## src/rtl/idh_pkg.sv

```systemverilog
package idh_pkg;

	// =====================================================================
	// Register indices; byte address is four times the index
	localparam logic [15:0] IDX_HANDOFF_CTRL = 16'h7F70;
	localparam logic [15:0] IDX_STATUS_MIR   = 16'h7F73;
	localparam logic [15:0] IDX_STATUS_MASK  = 16'h7F74;
	localparam logic [15:0] IDX_IRQ_STATUS   = 16'h7F75;
	localparam int          ADDR_W           = 18;
	localparam int          DATA_W           = 32;
	localparam int          REG_W            = 8;
	localparam int          NUM_CH           = 4;

	// =====================================================================
	// Control, status and interrupt register fields
	localparam int CTRL_SUPPRESS_LSB = 4;
	localparam int CTRL_CORE_RESET   = 3;
	localparam int CTRL_ADDR_EN      = 2;
	localparam int CTRL_HOLD_GRANT   = 1;
	localparam int CTRL_HOLD_REQ     = 0;
	localparam int STAT_REQ_LSB      = 4;
	localparam int STAT_DONE_LSB     = 0;
	localparam int IRQ_FLAG_BIT      = 0;

	// =====================================================================
	// Reset values
	localparam logic [7:0] CTRL_RESET = 8'h00;
	localparam logic [7:0] MASK_RESET = 8'hFF;

	// =====================================================================
	// Clock rate selects
	localparam logic [1:0] DMA_CLK_STOP = 2'h0;
	localparam logic [1:0] DMA_CLK_2M   = 2'h1;
	localparam logic [1:0] DMA_CLK_4M   = 2'h2;
	localparam logic [1:0] DMA_CLK_8M   = 2'h3;
	localparam logic [1:0] MCU_CLK_OTH  = 2'h0;
	localparam logic [1:0] MCU_CLK_12M  = 2'h1;
	localparam logic [1:0] MCU_CLK_24M  = 2'h2;

	// =====================================================================
	// Timing
	localparam int CLK_SYS_MHZ      = 200;
	localparam int ISA_WAIT_NS      = 20;
	localparam int ISA_WAIT_CYCLES  = (ISA_WAIT_NS * CLK_SYS_MHZ + 999) / 1000;
	localparam int SYNC_STAGES      = 2;

	typedef enum logic [1:0]
	{
		BUS_IDLE = 2'b00,
		BUS_WAIT = 2'b01,
		BUS_ACK  = 2'b10
	} idh_bus_state_t;

endpackage

```

## src/rtl/idh_sync_if.sv

```systemverilog
interface idh_sync_if #(parameter int W = 8);
	logic [W-1:0] raw;
	logic [W-1:0] synced;
	modport src (output raw, input synced);
	modport dst (input raw, output synced);
endinterface

```

## src/rtl/idh_handoff_regs.sv

```systemverilog
// What this block does
// - Control bits 7..4 suppress per-channel terminal count onto end-of-process line.
// - Suppression ignored for memory-to-memory transfers; normal terminal count kept.
// - Control bit 3 holds DMA core reset asserted until written back to 0.
// - Read-only bit 2 shows live address enable; never raises interrupt.
// - Read-only bit 0 shows live hold request; never raises interrupt.
// - Bit 1 drives hold grant; microcontroller side releases shared ISA signals.
// - Add wait states at 24MHz with DMA 2/4MHz, or 12MHz with 2MHz.
// - Status bits 7..4 show request pending for channels 3..0, read-only.
// - Status bits 3..0 show terminal count reached for channels 3..0.
// - Status mirrors core channel status live; reading it changes nothing.
// - Mirror follows core clearing its terminal-count bits after status read.
// - Interrupt flag latches on rising edge of any unmasked status bit.
// - Mask bit 0 enables, 1 masks; all mask bits reset to 1.
module idh_handoff_regs
	import idh_pkg::*;
#(
	parameter int WAIT_CYCLES = idh_pkg::ISA_WAIT_CYCLES
) (
	input  wire logic                       clk_sys_i,
	input  wire logic                       arst_n_i,
	input  wire logic [idh_pkg::ADDR_W-1:0] avs_address_i,
	input  wire logic                       avs_read_i,
	input  wire logic                       avs_write_i,
	input  wire logic [idh_pkg::DATA_W-1:0] avs_writedata_i,
	input  wire logic [3:0]                 avs_byteenable_i,
	output logic      [idh_pkg::DATA_W-1:0] avs_readdata_o,
	output logic                            avs_waitrequest_o,
	input  wire logic [1:0]                 mcu_clk_sel_i,
	input  wire logic [1:0]                 dma_clk_sel_i,
	input  wire logic                       dma_hold_request_i,
	input  wire logic                       dma_addr_enable_i,
	input  wire logic [idh_pkg::REG_W-1:0]  dma_core_channel_status_i,
	input  wire logic [idh_pkg::NUM_CH-1:0] dma_core_tc_i,
	input  wire logic                       dma_mem_to_mem_i,
	output logic                            end_of_process_line_o,
	output logic                            dma_core_reset_o,
	output logic                            dma_hold_grant_o,
	output logic                            mcu_isa_release_o,
	output logic                            isa_wait_needed_o,
	output logic                            dma_interrupt_flag_o
);
	import idh_pkg::*;

	localparam int SYNC_W = REG_W + 2;
	localparam logic [7:0] WAIT_LOAD = 8'(WAIT_CYCLES);

	// =====================================================================
	// Decoding helpers
	function automatic logic hit(input logic [ADDR_W-1:0] a, input logic [15:0] idx);
		hit = (a[ADDR_W-1:2] == idx) && (a[1:0] == 2'h0);
	endfunction

	function automatic logic slow_pair(input logic [1:0] mcu, input logic [1:0] dma);
		slow_pair = ((mcu == MCU_CLK_24M) && ((dma == DMA_CLK_2M) || (dma == DMA_CLK_4M)))
			|| ((mcu == MCU_CLK_12M) && (dma == DMA_CLK_2M));
	endfunction

	// =====================================================================
	// Register selects, shared by read and write paths
	logic sel_ctrl;
	logic sel_stat;
	logic sel_mask;
	logic sel_irq;

	always_comb
	begin
		sel_ctrl = hit(avs_address_i, IDX_HANDOFF_CTRL);
		sel_stat = hit(avs_address_i, IDX_STATUS_MIR);
		sel_mask = hit(avs_address_i, IDX_STATUS_MASK);
		sel_irq  = hit(avs_address_i, IDX_IRQ_STATUS);
	end

	// =====================================================================
	// Software register state, read back by the bus slave
	logic [REG_W-1:0] ctrl_ff;
	logic [REG_W-1:0] nxt_ctrl;
	logic [REG_W-1:0] mask_ff;
	logic [REG_W-1:0] nxt_mask;
	logic [REG_W-1:0] status_prev_ff;
	logic [REG_W-1:0] nxt_status_prev;
	logic             irq_flag_ff;
	logic             nxt_irq_flag;
	logic             rise_hit;

	// =====================================================================
	// Synchronisers for core-side levels
	idh_sync_if #(.W(SYNC_W)) sync_bus ();
	logic [REG_W-1:0] status_sync;
	logic             hold_req_sync;
	logic             addr_en_sync;

	assign sync_bus.raw = {dma_hold_request_i, dma_addr_enable_i,
		dma_core_channel_status_i};
	assign status_sync   = sync_bus.synced[REG_W-1:0];
	assign addr_en_sync  = sync_bus.synced[REG_W];
	assign hold_req_sync = sync_bus.synced[REG_W+1];

	idh_sync #(.W(SYNC_W)) u_sync
	(
		.clk_sys_i (clk_sys_i),
		.arst_n_i  (arst_n_i),
		.sif       (sync_bus)
	);

	// =====================================================================
	// Bus slave state
	idh_bus_state_t    state_ff;
	idh_bus_state_t    nxt_state;
	logic [7:0]        wait_cnt_ff;
	logic [7:0]        nxt_wait_cnt;
	logic [DATA_W-1:0] rdata_ff;
	logic [DATA_W-1:0] nxt_rdata;
	logic              wait_needed_ff;
	logic              nxt_wait_needed;
	logic [REG_W-1:0]  read_mux;
	logic              wr_ack;

	always_comb
	begin
		read_mux = '0;
		if (sel_ctrl)
		begin
			read_mux = ctrl_ff;
			read_mux[CTRL_ADDR_EN]  = addr_en_sync;
			read_mux[CTRL_HOLD_REQ] = hold_req_sync;
		end
		else if (sel_stat)
			read_mux = status_sync;
		else if (sel_mask)
			read_mux = mask_ff;
		else if (sel_irq)
			read_mux[IRQ_FLAG_BIT] = irq_flag_ff;
	end

	always_comb
	begin
		nxt_state       = state_ff;
		nxt_wait_cnt    = wait_cnt_ff;
		nxt_rdata       = rdata_ff;
		nxt_wait_needed = slow_pair(mcu_clk_sel_i, dma_clk_sel_i);
		unique case (state_ff)
			BUS_IDLE:
			begin
				if (avs_read_i || avs_write_i)
				begin
					if (wait_needed_ff)
					begin
						nxt_state    = BUS_WAIT;
						nxt_wait_cnt = WAIT_LOAD;
					end
					else
					begin
						nxt_state = BUS_ACK;
						nxt_rdata = {{(DATA_W-REG_W){1'b0}}, read_mux};
					end
				end
			end
			BUS_WAIT:
			begin
				// Counts down to one: WAIT_CYCLES cycles in BUS_WAIT, then BUS_ACK
				if (wait_cnt_ff <= 8'h01)
				begin
					nxt_state = BUS_ACK;
					nxt_rdata = {{(DATA_W-REG_W){1'b0}}, read_mux};
				end
				else
					nxt_wait_cnt = wait_cnt_ff - 8'h01;
			end
			BUS_ACK:
				nxt_state = BUS_IDLE;
			default:
				nxt_state = BUS_IDLE;
		endcase
	end

	always_ff @(posedge clk_sys_i or negedge arst_n_i)
	begin
		if (!arst_n_i)
		begin
			state_ff       <= BUS_IDLE;
			wait_cnt_ff    <= 8'h00;
			rdata_ff       <= '0;
			wait_needed_ff <= 1'b0;
		end
		else
		begin
			state_ff       <= nxt_state;
			wait_cnt_ff    <= nxt_wait_cnt;
			rdata_ff       <= nxt_rdata;
			wait_needed_ff <= nxt_wait_needed;
		end
	end

	assign avs_waitrequest_o = (state_ff != BUS_ACK);
	assign avs_readdata_o    = rdata_ff;
	assign isa_wait_needed_o = wait_needed_ff;
	assign wr_ack            = (state_ff == BUS_ACK) && avs_write_i && avs_byteenable_i[0];

	// =====================================================================
	// Software registers and interrupt flag
	logic [REG_W-1:0] rise_bits;

	// Rising edge of each unmasked mirror bit
	genvar b;
	generate
		for (b = 0; b < REG_W; b++)
		begin : g_rise
			assign rise_bits[b] = status_sync[b] && !status_prev_ff[b]
				&& !mask_ff[b];
		end
	endgenerate

	always_comb
	begin
		nxt_ctrl        = ctrl_ff;
		nxt_mask        = mask_ff;
		nxt_status_prev = status_sync;
		rise_hit        = |rise_bits;
		nxt_irq_flag    = irq_flag_ff;
		if (wr_ack && sel_ctrl)
		begin
			nxt_ctrl = avs_writedata_i[REG_W-1:0];
			nxt_ctrl[CTRL_ADDR_EN]  = 1'b0;
			nxt_ctrl[CTRL_HOLD_REQ] = 1'b0;
		end
		if (wr_ack && sel_mask)
			nxt_mask = avs_writedata_i[REG_W-1:0];
		if (wr_ack && sel_irq && avs_writedata_i[IRQ_FLAG_BIT])
			nxt_irq_flag = 1'b0;
		// Set wins over a clear in the same cycle
		if (rise_hit)
			nxt_irq_flag = 1'b1;
	end

	always_ff @(posedge clk_sys_i or negedge arst_n_i)
	begin
		if (!arst_n_i)
		begin
			ctrl_ff        <= CTRL_RESET;
			mask_ff        <= MASK_RESET;
			// Same as synchroniser reset, so no false edge
			status_prev_ff <= '0;
			irq_flag_ff    <= 1'b0;
		end
		else
		begin
			ctrl_ff        <= nxt_ctrl;
			mask_ff        <= nxt_mask;
			status_prev_ff <= nxt_status_prev;
			irq_flag_ff    <= nxt_irq_flag;
		end
	end

	assign dma_interrupt_flag_o = irq_flag_ff;

	// =====================================================================
	// Core-facing outputs
	logic [NUM_CH-1:0] tc_pass;
	logic              eop_ff;
	logic              nxt_eop;
	logic              grant_ff;
	logic              nxt_grant;
	logic              core_rst_ff;
	logic              nxt_core_rst;

	// Memory-to-memory transfers keep their terminal count
	genvar ch;
	generate
		for (ch = 0; ch < NUM_CH; ch++)
		begin : g_tc
			assign tc_pass[ch] = dma_core_tc_i[ch]
				&& (!ctrl_ff[CTRL_SUPPRESS_LSB+ch] || dma_mem_to_mem_i);
		end
	endgenerate

	always_comb
	begin
		nxt_eop      = |tc_pass;
		nxt_grant    = nxt_ctrl[CTRL_HOLD_GRANT];
		nxt_core_rst = nxt_ctrl[CTRL_CORE_RESET];
	end

	always_ff @(posedge clk_sys_i or negedge arst_n_i)
	begin
		if (!arst_n_i)
		begin
			eop_ff      <= 1'b0;
			grant_ff    <= 1'b0;
			core_rst_ff <= 1'b0;
		end
		else
		begin
			eop_ff      <= nxt_eop;
			grant_ff    <= nxt_grant;
			core_rst_ff <= nxt_core_rst;
		end
	end

	assign end_of_process_line_o = eop_ff;
	assign dma_hold_grant_o      = grant_ff;
	// Shared ISA pins float while the core owns the bus
	assign mcu_isa_release_o     = grant_ff;
	assign dma_core_reset_o      = core_rst_ff;
endmodule

```

## src/rtl/idh_sync.sv

```systemverilog
module idh_sync #(
	parameter int W = 8
) (
	input  wire logic clk_sys_i,
	input  wire logic arst_n_i,
	idh_sync_if.dst   sif
);
	import idh_pkg::*;

	logic [W-1:0] stage1_ff;
	logic [W-1:0] stage2_ff;
	logic [W-1:0] nxt_stage1;
	logic [W-1:0] nxt_stage2;

	// =====================================================================
	// Two-flop synchroniser, first stage read only by second
	always_comb
	begin
		nxt_stage1 = sif.raw;
		nxt_stage2 = stage1_ff;
	end

	always_ff @(posedge clk_sys_i or negedge arst_n_i)
	begin
		if (!arst_n_i)
		begin
			stage1_ff <= '0;
			stage2_ff <= '0;
		end
		else
		begin
			stage1_ff <= nxt_stage1;
			stage2_ff <= nxt_stage2;
		end
	end

	assign sif.synced = stage2_ff;
endmodule

```

## config.mk

```make
export PLATFORM = sky130hd
export DESIGN_NAME = idh_handoff_regs
export DESIGN_NICKNAME = d
export VERILOG_FILES = /design/src/rtl/idh_pkg.sv /design/src/rtl/idh_sync_if.sv /design/src/rtl/idh_handoff_regs.sv /design/src/rtl/idh_sync.sv
export SDC_FILE = /design/constraint.sdc
export NUM_CORES = 1
export LEC_CHECK = 0
export ABC_AREA = 1
export BUFFER_PORTS_ARGS = -buffer_cell sky130_fd_sc_hd__buf_4
export CAP_MARGIN = 20
export CELL_PAD_IN_SITES_DETAIL_PLACEMENT = 0
export CELL_PAD_IN_SITES_GLOBAL_PLACEMENT = 1
export CORE_UTILIZATION = 32
export DETAILED_ROUTE_END_ITERATION = 7
export GPL_ROUTABILITY_DRIVEN = 0
export PLACE_DENSITY_LB_ADDON = 0.1
export SLEW_MARGIN = 20
export SYNTH_ARGS = -nofsm -noshare
export SYNTH_HDL_FRONTEND = slang
export SYNTH_SLANG_ARGS = --single-unit
```

## constraint.sdc

```tcl
create_clock -name clk_sys_i -period 1.49 [get_ports clk_sys_i]
set_input_delay 0.149 -clock clk_sys_i [delete_from_list [all_inputs] [get_ports clk_sys_i]]
set_output_delay 0.149 -clock clk_sys_i [all_outputs]
set_load 0.01 [all_outputs]
```

==> flow_metrics.env <==
export IMPL_wire_per_inst_um=12.2
export IMPL_stdcell_count=538
export IMPL_ant_nets=0
export IMPL_grt_max_degree=31
export IMPL_dp_cells=503
export IMPL_place_ws_ns=-0.0131
export IMPL_ys_types=37
export IMPL_p_sw_mw=0.866
export IMPL_period_minus_slack_ns=1.49
export IMPL_clk_path_buf_depth=2
export IMPL_hold_viol=0
export IMPL_crit_buf_inv=1
export IMPL_gr_usage_all_layers_pct=15.2
export IMPL_syn_area_um2=2970
export IMPL_slowest_stage="dfrtp_1"
export IMPL_wl_met3_um=244
export IMPL_synth_area_leaders="dfrtp_1, nand2_1, dfstp_2"
export IMPL_syn2layout_area_growth_pct=36.8
export IMPL_coreArea_um2=8850
export IMPL_ff2ff_path_depth=6
export IMPL_fmax_mhz=669
export IMPL_crit_top_cell="nand2_1"
export IMPL_clk_latency_ns=0.33
export IMPL_place_hpwl_um=4920
export IMPL_hold_ws_ns=0.0340
export IMPL_start_util_pct=33.6
export IMPL_yosysSeqAreaShare_pct=53.4
export IMPL_skew_ns=0.00639
export IMPL_intPower_mw=2.85
export IMPL_avgSynthCellArea_um2=9.29
export IMPL_drc=4
export IMPL_drive_gt1_share_pct=34.9
export IMPL_dr_pass1_iters=8
export IMPL_dpl_cell_area_um2=3610
export IMPL_drt_iter0_drc=59
export IMPL_timing_final_ws_setup_ns=-0.00462
export IMPL_met2_length_um=3030
export IMPL_grt_pass1_wl_um=11400
export IMPL_synthCells=320
export IMPL_synth_top_area_share_pct=46.3
export IMPL_finalInstanceArea_um2=4060
export IMPL_powerDensity_nw_per_um2=914
export IMPL_pwr_share_seq_pct=47.7
export IMPL_crit_type="reg -> reg"
export IMPL_yosysWarnings=0
export IMPL_num_rows=34
export IMPL_cap_violations=0
export IMPL_fp_dieArea_um2=9680
export IMPL_post_drt_via_cell_ratio=4.40
export IMPL_critical_path_depth=6
export IMPL_routed_top_layer="met4"
export IMPL_total_power_mw=3.72
export IMPL_cts_tree="done"
export IMPL_period_share_pct=100
export IMPL_cp_data_arrival_time_ns=1.72
export IMPL_portBuffers=64
export IMPL_numCtsBuffers=9
export IMPL_rsz0062_at_grt="yes"
export IMPL_ir_drop_mv=0.770
export IMPL_yosys_area_top_type="dfrtp_1"
export IMPL_yosys_most_used_dff="dfrtp_1"
export IMPL_htree_levels=3
export IMPL_cts_sinks=63
export IMPL_num_fill_cells=871
export IMPL_vias=2365
export IMPL_outcome="finished with violations"
export IMPL_wl_met1_um=3180
export IMPL_grt_overflow=0
export IMPL_finalNetCount=505
export IMPL_crit_path_cell_trace="nor4_1, nor2_4, nand2_4, clkinv_2, nand2_1, nand2_1"
export IMPL_ys_ff_latch=63
export IMPL_wirelength_um=6550
export IMPL_critPathCaptureType="flop"
export IMPL_crit_family="simple AND/OR/NAND/NOR gates"
export IMPL_async_reset_ff_share_pct=100
export IMPL_hp_class="in -> reg"
export IMPL_synth_edf_count=0
export IMPL_crit_fanout=6
export IMPL_finalMaxSlewViolations=0
export IMPL_swShare_pct=23.3
export IMPL_clkPwrFrac_pct=45.2
export IMPL_antenna_found_initial=0
export IMPL_root_buffer="clkbuf_8"
export IMPL_critPathLaunchType="flop"
export IMPL_first_global_vias=2378
export IMPL_diodes=0
export IMPL_clkSlewWorstSetupHoldPaths_ns=0.08
export IMPL_holdPathStages=3
export IMPL_die_w_um=98.4
export IMPL_violations="design-rule violations, negative setup slack"
export IMPL_io_pins=116
export IMPL_die_y_um=98.4
export IMPL_setup_violations=3
export IMPL_slowest_delay_ns=0.47
export IMPL_p_leak_nw=2.07
export IMPL_power_frac_comb_pct=7.1
export IMPL_required_ns=1.72
kinds of logic after synthesis:
kind of cell    Yosys count  share of synthesized area (%)
simple gates            151                           25.4
fa+ha+maj                 3                           1.26
flops                    63                           53.4
compound gates           34                           7.12
other cells               1                          0.126
xor+xnor                  2                          0.590
buf+inv                  66                           12.1
what timing repair did:
item                                    in CTS  in global routing
gates resized for setup                      4                  8
gates cloned                                 2                  0
hold buffers                                12                  0
endpoints found under the setup margin       8                 14
pin swaps                                    3                  1
endpoints found under the hold margin       31                  0
setup buffers                                3                  2
flip-flops by register name (all words and copies together) (netlist names), 2 cells and up:
name,cells
state_ff,2
u_sync.nxt_stage2,10
ctrl_ff,6
avs_readdata_o,8
u_sync.sif.synced,10
wait_cnt_ff,8
status_prev_ff,8
mask_ff,8
cells in the mapped netlist, types with 2 or more instances:
library cell	count
o22ai_1	3
nand2_2	7
o21ai_2	3
nand2_1	58
ha_1	3
o21ai_0	13
inv_2	4
nor2_1	23
dfstp_2	8
nand4_1	11
nor2_2	6
dfrtp_1	55
clkbuf_1	2
o21ai_1	2
inv_1	32
nand2_4	2
buf_4	25
nand3_1	31
nor2_4	3
a21oi_1	6
o211ai_1	4
nand3b_1	4
power by group through the flow:
stage | logic (mW) | clock network (mW) | registers (mW)
finish | 0.265 | 1.68 | 1.77
global placement | 0.242 | 0 | 1.80
floorplan | 0.114 | 0 | 1.80
CTS | 0.269 | 1.73 | 1.77
detailed placement | 0.243 | 0 | 1.80
global route | 0.298 | 1.81 | 1.78
worst reg2reg max path, cell delays in order, from the launching register on:
cell	delay [ns]
dfrtp_1	0.47
nor4_1	0.47
nor2_4	0.10
nand2_4	0.14
clkinv_2	0.10
nand2_1	0.07
nand2_1	0.04
stage by stage:
stage,setup TNS [ns],util (%)
after floorplan,0,-
after global placement,0,40.9
after detailed placement,-0.0490,40.9
after CTS,-0.00355,45.3
after global routing,-0.803,45.9
final,-0.0104,45.9
worst paths after layout:
check	startpoint	to	slack, ns
hold / removal	avs_writedata_i[2]	mask_ff[2]	0.03
max in group asynchronous	arst_n_i	mask_ff[4]	0.67
min in group asynchronous	arst_n_i	ctrl_ff[1]	0.25
setup / recovery	state_ff[1]	avs_readdata_o[3]	-0.005
setup reg to reg	state_ff[1]	avs_readdata_o[3]	-0.005
hold reg to reg	u_sync.nxt_stage2[4]	u_sync.sif.synced[4]	0.35
metal layers:
metal	vias up	GRT usage [%]
li1	1204	-
met1	1097	20.2
met2	56	24.0
met3	8	3.87
met4	0	5.74
met5	-	0
layout make-up:
cell class | count | area, um^2 | area share, %
sequential | 63 | 1590 | 39.1
multi-input combinational | 215 | 1170 | 28.9
timing repair buffer | 98 | 791 | 19.5
inverter | 37 | 144 | 3.54
tap | 108 | 135 | 3.33
clock buffer | 9 | 124 | 3.05
clock inverter | 7 | 103 | 2.52
timing repair inverter | 1 | 5.00 | 0.123
placed cells by master, fill, tap and decap left out, types with 11 or more instances in the layout:
master,count
inv_1,30
dfrtp_1,54
nand3_1,31
o21ai_0,12
conb_1,24
buf_4,84
dlygate4sd3_1,12
nand4_1,11
nand2_1,58
nor2_1,22
Note: power is estimated with default switching activity, not from simulation.
